$ cat src/audio_clk_pkg.sv
package audio_clk_pkg;
  localparam int CLK_HZ = 250_000_000;
  localparam int CLK_NS = 4;
  localparam int REF_N  = 4;
  localparam int PER_W  = 16;
  localparam int ADDR_W = 8;
  localparam int IRQ_W  = 3;

  // Source indices, also the scan order
  localparam logic [1:0] SRC_WORD  = 2'h0;
  localparam logic [1:0] SRC_OPT   = 2'h1;
  localparam logic [1:0] SRC_OSYNC = 2'h2;
  localparam logic [1:0] SRC_SPDIF = 2'h3;

  localparam int RANGE_MIN_HZ = 28_000;
  localparam int RATE_MAX_HZ  = 103_000;
  localparam int WC_MAX_HZ    = 105_000;
  // Longest period rounds down, shortest rounds up
  localparam int PER_MAX      = CLK_HZ / RANGE_MIN_HZ;
  localparam int PER_MIN_RATE = (CLK_HZ + RATE_MAX_HZ - 1) / RATE_MAX_HZ;
  localparam int PER_MIN_WC   = (CLK_HZ + WC_MAX_HZ - 1) / WC_MAX_HZ;
  localparam int SYNC_TOL     = 16;
  localparam int WC_PULSE     = PER_MIN_WC / 2;

  localparam logic [1:0] LK_NONE = 2'h0;
  localparam logic [1:0] LK_LOCK = 2'h1;
  localparam logic [1:0] LK_SYNC = 2'h2;

  typedef enum logic [2:0] {
    RATE_32  = 3'b000,
    RATE_441 = 3'b001,
    RATE_48  = 3'b010,
    RATE_882 = 3'b011,
    RATE_96  = 3'b100
  } rate_e;

  localparam logic [ADDR_W-1:0] ADR_CTRL   = 8'h00;
  localparam logic [ADDR_W-1:0] ADR_STATUS = 8'h04;
  localparam logic [ADDR_W-1:0] ADR_ACTPER = 8'h08;
  localparam logic [ADDR_W-1:0] ADR_SPDPER = 8'h0c;
  localparam logic [ADDR_W-1:0] ADR_ISTAT  = 8'h10;
  localparam logic [ADDR_W-1:0] ADR_IMASK  = 8'h14;

  localparam int CTRL_AUTO    = 0;
  localparam int CTRL_PREF    = 1;
  localparam int CTRL_SINGLE  = 3;
  localparam int CTRL_RATE    = 4;
  localparam logic [6:0] CTRL_RST = 7'h21;
  localparam int ST_SRC       = 8;
  localparam int ST_SLAVE     = 10;
  localparam int ST_SPLIT     = 11;
  localparam int IRQ_SRC      = 0;
  localparam int IRQ_MASTER   = 1;
  localparam int IRQ_LOCK     = 2;

  function automatic logic [PER_W-1:0] rate_period(input rate_e r);
    case (r)
      RATE_32:  rate_period = PER_W'(CLK_HZ / 32_000);
      RATE_441: rate_period = PER_W'(CLK_HZ / 44_100);
      RATE_48:  rate_period = PER_W'(CLK_HZ / 48_000);
      RATE_882: rate_period = PER_W'(CLK_HZ / 88_200);
      RATE_96:  rate_period = PER_W'(CLK_HZ / 96_000);
      default:  rate_period = PER_W'(CLK_HZ / 48_000);
    endcase
  endfunction
endpackage

$ cat src/audio_clock_source_select.sv
// How it works
// - Word clock out follows sample rate; halved mode halves any rate above 48 kHz.
// - Clock mode picks master crystal or automatic mode from preferred source.
// - Invalid preferred source makes the device move to the next available one.
// - Automatic selection considers word clock, optical, sync and SPDIF inputs.
// - Automatic mode scans inputs; valid input at playback rate becomes clock.
// - System clock state reads as master or slave.
// - Valid preferred input stays source; otherwise remaining inputs scanned in turn.
// - No valid candidate forces master mode on the internal crystal.
// - Only one reference clocks the device: first valid input found.
// - Each input reports no lock, lock or sync.
// - Active source is reported with its period: measured when slave, crystal divider period when master.
// - Any rate from 28 to 103 kHz is accepted and locked.
// - Word clock input accepts 28 to 105 kHz for varispeed.
// - Optical preferred at 88.2/96 kHz enters split mode at half rate.
// - In split mode the optical rate reads half the SPDIF rate.
// - SPDIF measured rate is a separate status value.
//
// The APB slave port and the register addresses were chosen for this implementation.
`timescale 1ns/10ps
module audio_clock_source_select #(
  parameter int MAX_PERIOD = audio_clk_pkg::PER_MAX
) (
  // Clock and reset
  input  wire logic                              clk,
  input  wire logic                              nrst,
  // APB slave
  input  wire logic                              psel,
  input  wire logic                              penable,
  input  wire logic                              pwrite,
  input  wire logic [audio_clk_pkg::ADDR_W-1:0]  paddr,
  input  wire logic [31:0]                       pwdata,
  output logic      [31:0]                       prdata,
  output logic                                   pready,
  output logic                                   pslverr,
  // Recovered frame clocks: word, optical, sync, SPDIF
  input  wire logic [audio_clk_pkg::REF_N-1:0]   ref_pin,
  // System sample clock and word clock out
  output logic                                   sample_tick,
  output logic                                   word_clk_out,
  // Status pins
  output logic                                   split_mode,
  output logic                                   irq
);
  import audio_clk_pkg::*;

  function automatic logic period_match(input logic [PER_W-1:0] p,
                                        input logic [PER_W-1:0] t);
    logic [PER_W-1:0] d;
    d = (p > t) ? p - t : t - p;
    period_match = d <= PER_W'(SYNC_TOL);
  endfunction

  // Returns {found, index}, scanning from the preferred input onward
  function automatic logic [2:0] first_from(input logic [3:0] elig,
                                            input logic [1:0] pref);
    logic [1:0] idx;
    first_from = 3'h0;
    for (int k = REF_N - 1; k >= 0; k--) begin
      idx = pref + 2'(k);
      if (elig[idx])
        first_from = {1'b1, idx};
    end
  endfunction

  // Control register and internal state
  logic [6:0]        ctrl_ff;
  logic [IRQ_W-1:0]  istat_ff;
  logic [IRQ_W-1:0]  imask_ff;
  logic [31:0]       prdata_ff;
  logic [PER_W-1:0]  mcnt_ff;
  logic              half_ff;
  logic [PER_W-1:0]  wcnt_ff;
  logic              wc_ff;
  logic [7:0]        lock_prev_ff;
  logic              slave_prev_ff;
  logic [1:0]        src_prev_ff;
  logic [PER_W-1:0]  act_per_ff;

  wire        auto_mode = ctrl_ff[CTRL_AUTO];
  wire [1:0]  pref_src  = ctrl_ff[CTRL_PREF +: 2];
  wire        single_sp = ctrl_ff[CTRL_SINGLE];
  wire rate_e rate_sel  = rate_e'(ctrl_ff[CTRL_RATE +: 3]);

  // Input measurement
  logic [REF_N-1:0]  ref_tick;
  logic [REF_N-1:0]  ref_valid;
  logic [PER_W-1:0]  ref_per [REF_N];

  for (genvar i = 0; i < REF_N; i++) begin : g_meter
    rate_meter #(
      .MIN_P (i == 0 ? PER_MIN_WC : PER_MIN_RATE),
      .MAX_P (MAX_PERIOD)
    ) u_meter (
      .clk    (clk),
      .nrst   (nrst),
      .pin    (ref_pin[i]),
      .tick   (ref_tick[i]),
      .valid  (ref_valid[i]),
      .period (ref_per[i])
    );
  end

  // Rates
  wire             dbl_rate  = (rate_sel == RATE_882) || (rate_sel == RATE_96);
  // Only the optical multichannel input forces split; the sync input does not
  wire             pref_opt  = pref_src == SRC_OPT;
  wire             split     = dbl_rate && auto_mode && pref_opt;
  wire [PER_W-1:0] base_per  = rate_period(rate_sel);
  // internal rate halves in split mode
  wire [PER_W-1:0] mast_per  = split ? PER_W'(base_per << 1) : base_per;
  // optical streams run at half the SPDIF rate
  wire [PER_W-1:0] opt_tgt   = split ? PER_W'(base_per << 1) : base_per;

  // Per-input status
  logic [REF_N-1:0] ref_sync;
  logic [7:0]       lock_vec;
  always_comb begin
    for (int i = 0; i < REF_N; i++) begin
      ref_sync[i] = ref_valid[i] &&
        period_match(ref_per[i], (i == 1 || i == 2) ? opt_tgt : base_per);
      lock_vec[2*i +: 2] = !ref_valid[i] ? LK_NONE :
                           ref_sync[i]   ? LK_SYNC : LK_LOCK;
    end
  end

  // Source selection
  // candidates are the four inputs at the playback rate
  wire [2:0] pick       = first_from(ref_sync, pref_src);
  // master unless auto mode finds a valid input
  wire       want_slave = auto_mode && pick[2];
  // preferred first, then the others in turn
  wire [1:0] want_src   = pick[1:0];

  logic       cur_slave;
  logic [1:0] cur_src;
  logic       sw_tick;

  // Internal crystal divider
  wire master_tick = (mcnt_ff >= mast_per - 16'h0001);
  always_ff @(posedge clk or negedge nrst) begin
    if (!nrst)
      mcnt_ff <= 16'h0000;
    else if (master_tick)
      mcnt_ff <= 16'h0000;
    else
      mcnt_ff <= mcnt_ff + 16'h0001;
  end

  clk_switch #(
    .GAP_MIN (PER_MIN_WC)
  ) u_switch (
    .clk         (clk),
    .nrst        (nrst),
    .master_tick (master_tick),
    .ref_tick    (ref_tick),
    .want_slave  (want_slave),
    .want_src    (want_src),
    .tick        (sw_tick),
    .cur_slave   (cur_slave),
    .cur_src     (cur_src)
  );

  // Word clock out
  // Fast means above 48 kHz; in split mode the master, optical and sync ticks are already halved, word and SPDIF ticks are not
  wire fast    = act_per_ff < (rate_period(RATE_48) - PER_W'(SYNC_TOL));
  // halve only when single speed is asked and the rate is high
  wire halve   = single_sp && fast;
  wire wc_fire = sw_tick && (!halve || half_ff);

  always_ff @(posedge clk or negedge nrst) begin
    if (!nrst) begin
      half_ff <= 1'b0;
      wcnt_ff <= 16'h0000;
      wc_ff   <= 1'b0;
    end else begin
      if (sw_tick)
        half_ff <= ~half_ff;
      if (wc_fire) begin
        wcnt_ff <= PER_W'(WC_PULSE);
        wc_ff   <= 1'b1;
      end else if (wcnt_ff != 16'h0000) begin
        wcnt_ff <= wcnt_ff - 16'h0001;
        wc_ff   <= wcnt_ff != 16'h0001;
      end else begin
        wc_ff   <= 1'b0;
      end
    end
  end

  // Active source period
  always_ff @(posedge clk or negedge nrst) begin
    if (!nrst)
      act_per_ff <= 16'h0000;
    // period of the source actually in use
    else if (cur_slave)
      act_per_ff <= ref_per[cur_src];
    else
      act_per_ff <= mast_per;
  end

  // Events
  wire ev_src    = (cur_slave != slave_prev_ff) ||
                   (cur_slave && cur_src != src_prev_ff);
  wire ev_master = slave_prev_ff && !cur_slave;
  wire ev_lock   = lock_vec != lock_prev_ff;
  wire [IRQ_W-1:0] ev = {ev_lock, ev_master, ev_src};

  always_ff @(posedge clk or negedge nrst) begin
    if (!nrst) begin
      lock_prev_ff  <= 8'h00;
      slave_prev_ff <= 1'b0;
      src_prev_ff   <= 2'h0;
    end else begin
      lock_prev_ff  <= lock_vec;
      slave_prev_ff <= cur_slave;
      src_prev_ff   <= cur_src;
    end
  end

  // APB decode
  wire        acc     = psel && penable;
  wire        setup   = psel && !penable;
  wire        hit_ctl = paddr == ADR_CTRL;
  wire        hit_st  = paddr == ADR_STATUS;
  wire        hit_ap  = paddr == ADR_ACTPER;
  wire        hit_sp  = paddr == ADR_SPDPER;
  wire        hit_is  = paddr == ADR_ISTAT;
  wire        hit_im  = paddr == ADR_IMASK;
  wire        mapped  = hit_ctl | hit_st | hit_ap | hit_sp | hit_is | hit_im;
  wire        wr      = acc && pwrite && mapped;
  wire [IRQ_W-1:0] w1c = (wr && hit_is) ? pwdata[IRQ_W-1:0] : '0;

  wire [31:0] status_w = {20'h00000, split, cur_slave, cur_src, lock_vec};

  wire [31:0] rd_mux = hit_ctl ? {25'h0000000, ctrl_ff} :
                       hit_st  ? status_w :
                       hit_ap  ? {16'h0000, act_per_ff} :
                       hit_sp  ? {16'h0000, ref_per[SRC_SPDIF]} :
                       hit_is  ? {29'h00000000, istat_ff} :
                       hit_im  ? {29'h00000000, imask_ff} : 32'h00000000;

  always_ff @(posedge clk or negedge nrst) begin
    if (!nrst) begin
      ctrl_ff  <= CTRL_RST;
      imask_ff <= '0;
    end else if (wr && hit_ctl) begin
      ctrl_ff  <= pwdata[6:0];
    end else if (wr && hit_im) begin
      imask_ff <= pwdata[IRQ_W-1:0];
    end
  end

  // New events win over a same-cycle clear
  always_ff @(posedge clk or negedge nrst) begin
    if (!nrst)
      istat_ff <= '0;
    else
      istat_ff <= (istat_ff & ~w1c) | ev;
  end

  // Read data is captured in setup so access completes with no wait
  always_ff @(posedge clk or negedge nrst) begin
    if (!nrst)
      prdata_ff <= 32'h00000000;
    else if (setup && !pwrite)
      prdata_ff <= rd_mux;
  end

  assign prdata       = prdata_ff;
  assign pready       = 1'b1;
  assign pslverr      = acc && !mapped;
  assign sample_tick  = sw_tick;
  assign word_clk_out = wc_ff;
  assign split_mode   = split;
  assign irq          = |(istat_ff & imask_ff);
endmodule

$ cat src/clk_switch.sv
`timescale 1ns/10ps
module clk_switch #(
  parameter int GAP_MIN = 2381
) (
  // Clock and reset
  input  wire logic       clk,
  input  wire logic       nrst,
  // Candidate ticks
  input  wire logic       master_tick,
  input  wire logic [3:0] ref_tick,
  // Requested source
  input  wire logic       want_slave,
  input  wire logic [1:0] want_src,
  // Switched tick and current source
  output logic            tick,
  output logic            cur_slave,
  output logic [1:0]      cur_src
);
  logic        slave_ff;
  logic [1:0]  src_ff;
  logic [15:0] gap_ff;
  wire gap_ok   = gap_ff >= 16'(GAP_MIN);
  wire changing = (want_slave != slave_ff) || (want_slave && want_src != src_ff);
  wire cur_tick = slave_ff ? ref_tick[src_ff] : master_tick;
  wire req_tick = want_slave ? ref_tick[want_src] : master_tick;
  // Old source is muted while a change is pending; the new one is
  // only let through after a full minimum period, so no runt tick.
  wire adopt    = changing && req_tick && gap_ok;
  wire out_tick = changing ? adopt : cur_tick;

  always_ff @(posedge clk or negedge nrst) begin
    if (!nrst) begin
      slave_ff <= 1'b0;
      src_ff   <= 2'h0;
      gap_ff   <= 16'h0000;
    end else begin
      if (adopt) begin
        slave_ff <= want_slave;
        src_ff   <= want_src;
      end
      if (out_tick)
        gap_ff <= 16'h0001;
      else if (!gap_ok)
        gap_ff <= gap_ff + 16'h0001;
    end
  end

  assign tick      = out_tick;
  assign cur_slave = slave_ff;
  assign cur_src   = src_ff;
endmodule

$ cat src/rate_meter.sv
`timescale 1ns/10ps
module rate_meter #(
  parameter int MIN_P = 2381,
  parameter int MAX_P = 8928
) (
  // Clock and reset
  input  wire logic        clk,
  input  wire logic        nrst,
  // Recovered frame clock pin
  input  wire logic        pin,
  // Measurement
  output logic             tick,
  output logic             valid,
  output logic [15:0]      period
);
  logic s1_ff, s2_ff, s3_ff;
  logic [15:0] cnt_ff;
  logic        valid_ff;
  logic [15:0] period_ff;
  wire         rise    = s2_ff & ~s3_ff;
  wire         over    = cnt_ff > 16'(MAX_P);
  wire         in_rng  = (cnt_ff >= 16'(MIN_P)) && !over;

  always_ff @(posedge clk or negedge nrst) begin
    if (!nrst) begin
      s1_ff <= 1'b0;
      s2_ff <= 1'b0;
      s3_ff <= 1'b0;
    end else begin
      s1_ff <= pin;
      s2_ff <= s1_ff;
      s3_ff <= s2_ff;
    end
  end

  // Counter saturates so a dead input reads as out of range
  always_ff @(posedge clk or negedge nrst) begin
    if (!nrst) begin
      cnt_ff    <= 16'hffff;
      valid_ff  <= 1'b0;
      period_ff <= 16'h0000;
    end else if (rise) begin
      cnt_ff    <= 16'h0001;
      valid_ff  <= in_rng;
      period_ff <= cnt_ff;
    end else begin
      if (!over)
        cnt_ff <= cnt_ff + 16'h0001;
      if (over)
        valid_ff <= 1'b0;
    end
  end

  assign tick   = rise;
  assign valid  = valid_ff;
  assign period = period_ff;
endmodule
$ cat config.mk
export PLATFORM = sky130hd
export DESIGN_NAME = audio_clock_source_select
export DESIGN_NICKNAME = d
export VERILOG_FILES = /design/src/audio_clk_pkg.sv /design/src/audio_clock_source_select.sv /design/src/clk_switch.sv /design/src/rate_meter.sv
export SDC_FILE = /design/constraint.sdc
export NUM_CORES = 1
export LEC_CHECK = 0
export ABC_CLOCK_PERIOD_IN_PS = 13630
export BUFFER_PORTS_ARGS = -buffer_cell sky130_fd_sc_hd__buf_2
export CELL_PAD_IN_SITES_DETAIL_PLACEMENT = 1
export CELL_PAD_IN_SITES_GLOBAL_PLACEMENT = 2
export CORE_UTILIZATION = 42
export DETAILED_ROUTE_END_ITERATION = 10
export PLACE_DENSITY = 0.95
export SYNTH_ARGS = -nofsm -noshare
export SYNTH_HDL_FRONTEND = slang
export SYNTH_HIERARCHICAL = 1
export SYNTH_SLANG_ARGS = --single-unit
$ cat constraint.sdc
create_clock -name clk -period 13.63 [get_ports clk]
set_input_delay 2.726 -clock clk [delete_from_list [all_inputs] [get_ports clk]]
set_output_delay 2.726 -clock clk [all_outputs]
set_load 0.01 [all_outputs]
==> qor.yml <==
status: "finished clean"
post_cts.repair.setup_buffers: 0
crit_fanout: 26
synthCells: 2210
worstReg2RegEnd: "wcnt_ff[5]"
finalNetCount: 2343
placed_area_sq_um: 19600
async_flop_share: 1.00
cts-root-buf: "clkbuf_16"
critPathArrivalTime_ps: 9220
row_count: 77
wirelength_um: 63200
crit_required_ps: 10900
slew_headroom: 0.238
area_growth_pct: 8.04
worst-setup-path-type: "register to primary output"
final_area_sq_um: 20600
fin_crit_ps: 11950
worst-r2r-cell-count: 22
max_stage_delay_ps: 920
synth_cell_types: 113
cts_buffers: 30
portBuffers: 44
cp-startpoint: "ctrl_ff[5]"
drc: 0
hp-start: "g_meter[2].u_meter/s1_ff"
hold_violations: 0
crit_end: "sample_tick"
final_max_slew_viol_count: 0
p_total_mw: 2.47
vdd_drop_max_mv: 0.0996
cap_viol_max_count: 0
grt_pass1_wl_um: 101000
cts_hold_buf: 0
yosys.area.top_type: "dfrtp_1"
leakagePower_nw: 8.98
antenna_found_initial: 2
synth_edf_count: 0
start_util: 0.428
synth_warnings: 6
max_freq_ghz: 0.0837
avgSynthCellArea_sq_um: 8.61
cp-end-kind: "primary output"
setup_tns_ps: 0
path_cells: "nand3b_4, nand2_1, inv_1, ha_1, nand3_1, or4_1, a2111oi_4, nand2_1, o21ai_2, mux2i_1, xor2_1, nand4_1, or4_1, nor4_2, o21ai_0, a221oi_2, mux2i_1, nor3b_1, a311oi_2, o31ai_4, buf_2"
htreeDepth: 1
drt-pass1-iter-count: 5
fp.dieW_um: 215
place.gp.congestion: 0.960
synthTopCellsByArea: "dfrtp_1 (25%), dfstp_2 (9.1%), nand2_1 (6.5%), ha_1 (6.4%), nor2_1 (3.3%)"
skew_ps: 10.5
clock_sinks: 253
drive_gt1_frac: 0.126
die_area_sq_um: 46200
ioPinCount: 87
rsz0062_at_grt: "false"
mappedNetlistArea_sq_um: 19000
cp-start-kind: "register"
final_core_util: 0.463
cts_resized: 0
slowest_stage: "dfstp_2"
r2r-start: "ctrl_ff[5]"
drt_iter0_drc: 1291
dp_hpwl_um: 47000
cts_buffer_depth: 3
grt_max_degree: 104
finalSetupViolCount: 0
synth.top_cell.area_share: 0.246
core_sq_um: 44400
powerDensity_nw_per_um2: 120
ys_seq_elements: 253
seq_area_frac_synth: 0.337
track_usage: 0.273
grt_pass1_vias: 17900
hold_path.class: "register to register"
ant_nets: 0
clkTransAtPathRegs_ps: 60
post_drt_wl_per_cell_um: 22.5
grt_overflow: 0
final.period_utilization: 0.876
cts_tree: "done"
ys.flop_type: "dfrtp_1"
via_per_inst: 6.09
die_h_um: 215
worstMarginPinSlew_ps: 1140
rrSetupSlack_ps: 4090
clkLatencyLatePin_ps: 580
vias: 17100
-- cell usage in the layout (no fill, tap or decap), types with 47 or more instances in the layout --
| cell type | instances |
|---|---|
| nand2_1 | 331 |
| dfstp_2 | 66 |
| dfrtp_1 | 187 |
| nand3_1 | 59 |
| inv_1 | 124 |
| ha_1 | 98 |
| xnor2_1 | 66 |
| and2_1 | 47 |
| nor2_1 | 165 |
| o21ai_0 | 99 |
| a21oi_1 | 105 |
-- worst max-delay path, delay by kind of cell (launching register included) --
kind | cells | cell delay (ps)
buffers and inverters | 2 | 540
multiplexers | 2 | 430
AND/OR/NAND/NOR | 9 | 3300
XOR/XNOR | 1 | 290
flip-flops | 1 | 920
adder cells (fa/ha/maj) | 1 | 550
AO/OA/AOI/OAI | 6 | 2550
-- cell families after synthesis --
kind of cell    share of synthesized area
fa+ha+maj                          0.0692
mux                                0.0533
compound gates                      0.190
other cells                      0.000395
flops                               0.337
buf+inv                            0.0590
simple gates                        0.244
xor+xnor                           0.0469
-- synthesized netlist by cell type (17+ instances only) --
master	instances
dfrtp_1	187
ha_1	98
nor2b_1	21
a211oi_1	25
mux2_2	18
nand3_1	59
and2_1	47
a21oi_1	105
a21o_1	31
nand4_1	43
nor2_1	165
nor3_1	37
nand2b_1	33
a31oi_1	21
nand2_1	331
inv_1	124
and3_1	30
o21ai_0	99
xor2_1	36
mux4_2	17
dfstp_2	66
clkbuf_1	78
nor4_1	24
xnor2_1	66
mux2i_1	39
buf_4	21
-- sequential cells by signal, summed over array words and instances, names as in the netlist --
signal,flops
act_per_ff,16
ctrl_ff,7
g_meter.u_meter/cnt_ff,64
g_meter.u_meter/period,64
g_meter.u_meter/s1_ff,4
g_meter.u_meter/s2_ff,4
g_meter.u_meter/s3_ff,4
g_meter.u_meter/valid,4
half_ff,1
imask_ff,3
istat_ff,3
lock_prev_ff,8
mcnt_ff,16
prdata,16
slave_prev_ff,1
src_prev_ff,2
u_switch/cur_slave,1
u_switch/cur_src,2
u_switch/gap_ff,16
wcnt_ff,16
word_clk_out,1
-- worst min path at each step --
stage	endpoint	slack (ps)	cells after the start
global route	g_meter[0].u_meter/s2_ff	360	0
global placement	g_meter[3].u_meter/s2_ff	330	0
detailed placement	g_meter[0].u_meter/s2_ff	340	0
CTS	g_meter[2].u_meter/s2_ff	350	0
floorplan	g_meter[0].u_meter/s2_ff	330	0
finish	g_meter[2].u_meter/s2_ff	350	0
-- cell type report --
cell class                 count  area [sq um]
clock buffer                  45           867
antenna                        1          2.50
clock inverter                10           123
inverter                     132           500
timing repair buffer          57           328
tap                          592           741
multi-input combinational   1720         11600
sequential                   253          6410
fill                        5291         23900
-- through the flow --
stage	hold slack, ps	std cells	setup slack, ps
floorplan	331	2232	4530
global placement	335	2754	2660
detailed placement	336	2754	2420
CTS	350	2809	1770
global route	355	2809	1240
finish	346	2810	1680
-- metal layers --
metal | wire length (um) | GRT usage
met1 | 27900 | 0.367
met5 | 0 | 0
met2 | 29400 | 0.451
met3 | 3380 | 0.0309
met4 | 2530 | 0.105
-- power breakdown --
| group | internal (mW) | switching [mW] | leakage [nW] | total [mW] |
|---|---|---|---|---|
| logic | 0.275 | 0.407 | 5.36 | 0.683 |
| clock network | 0.477 | 0.333 | 0.487 | 0.809 |
| registers | 0.846 | 0.136 | 3.14 | 0.981 |
No activity file was read; power rests on OpenSTA's default activity.
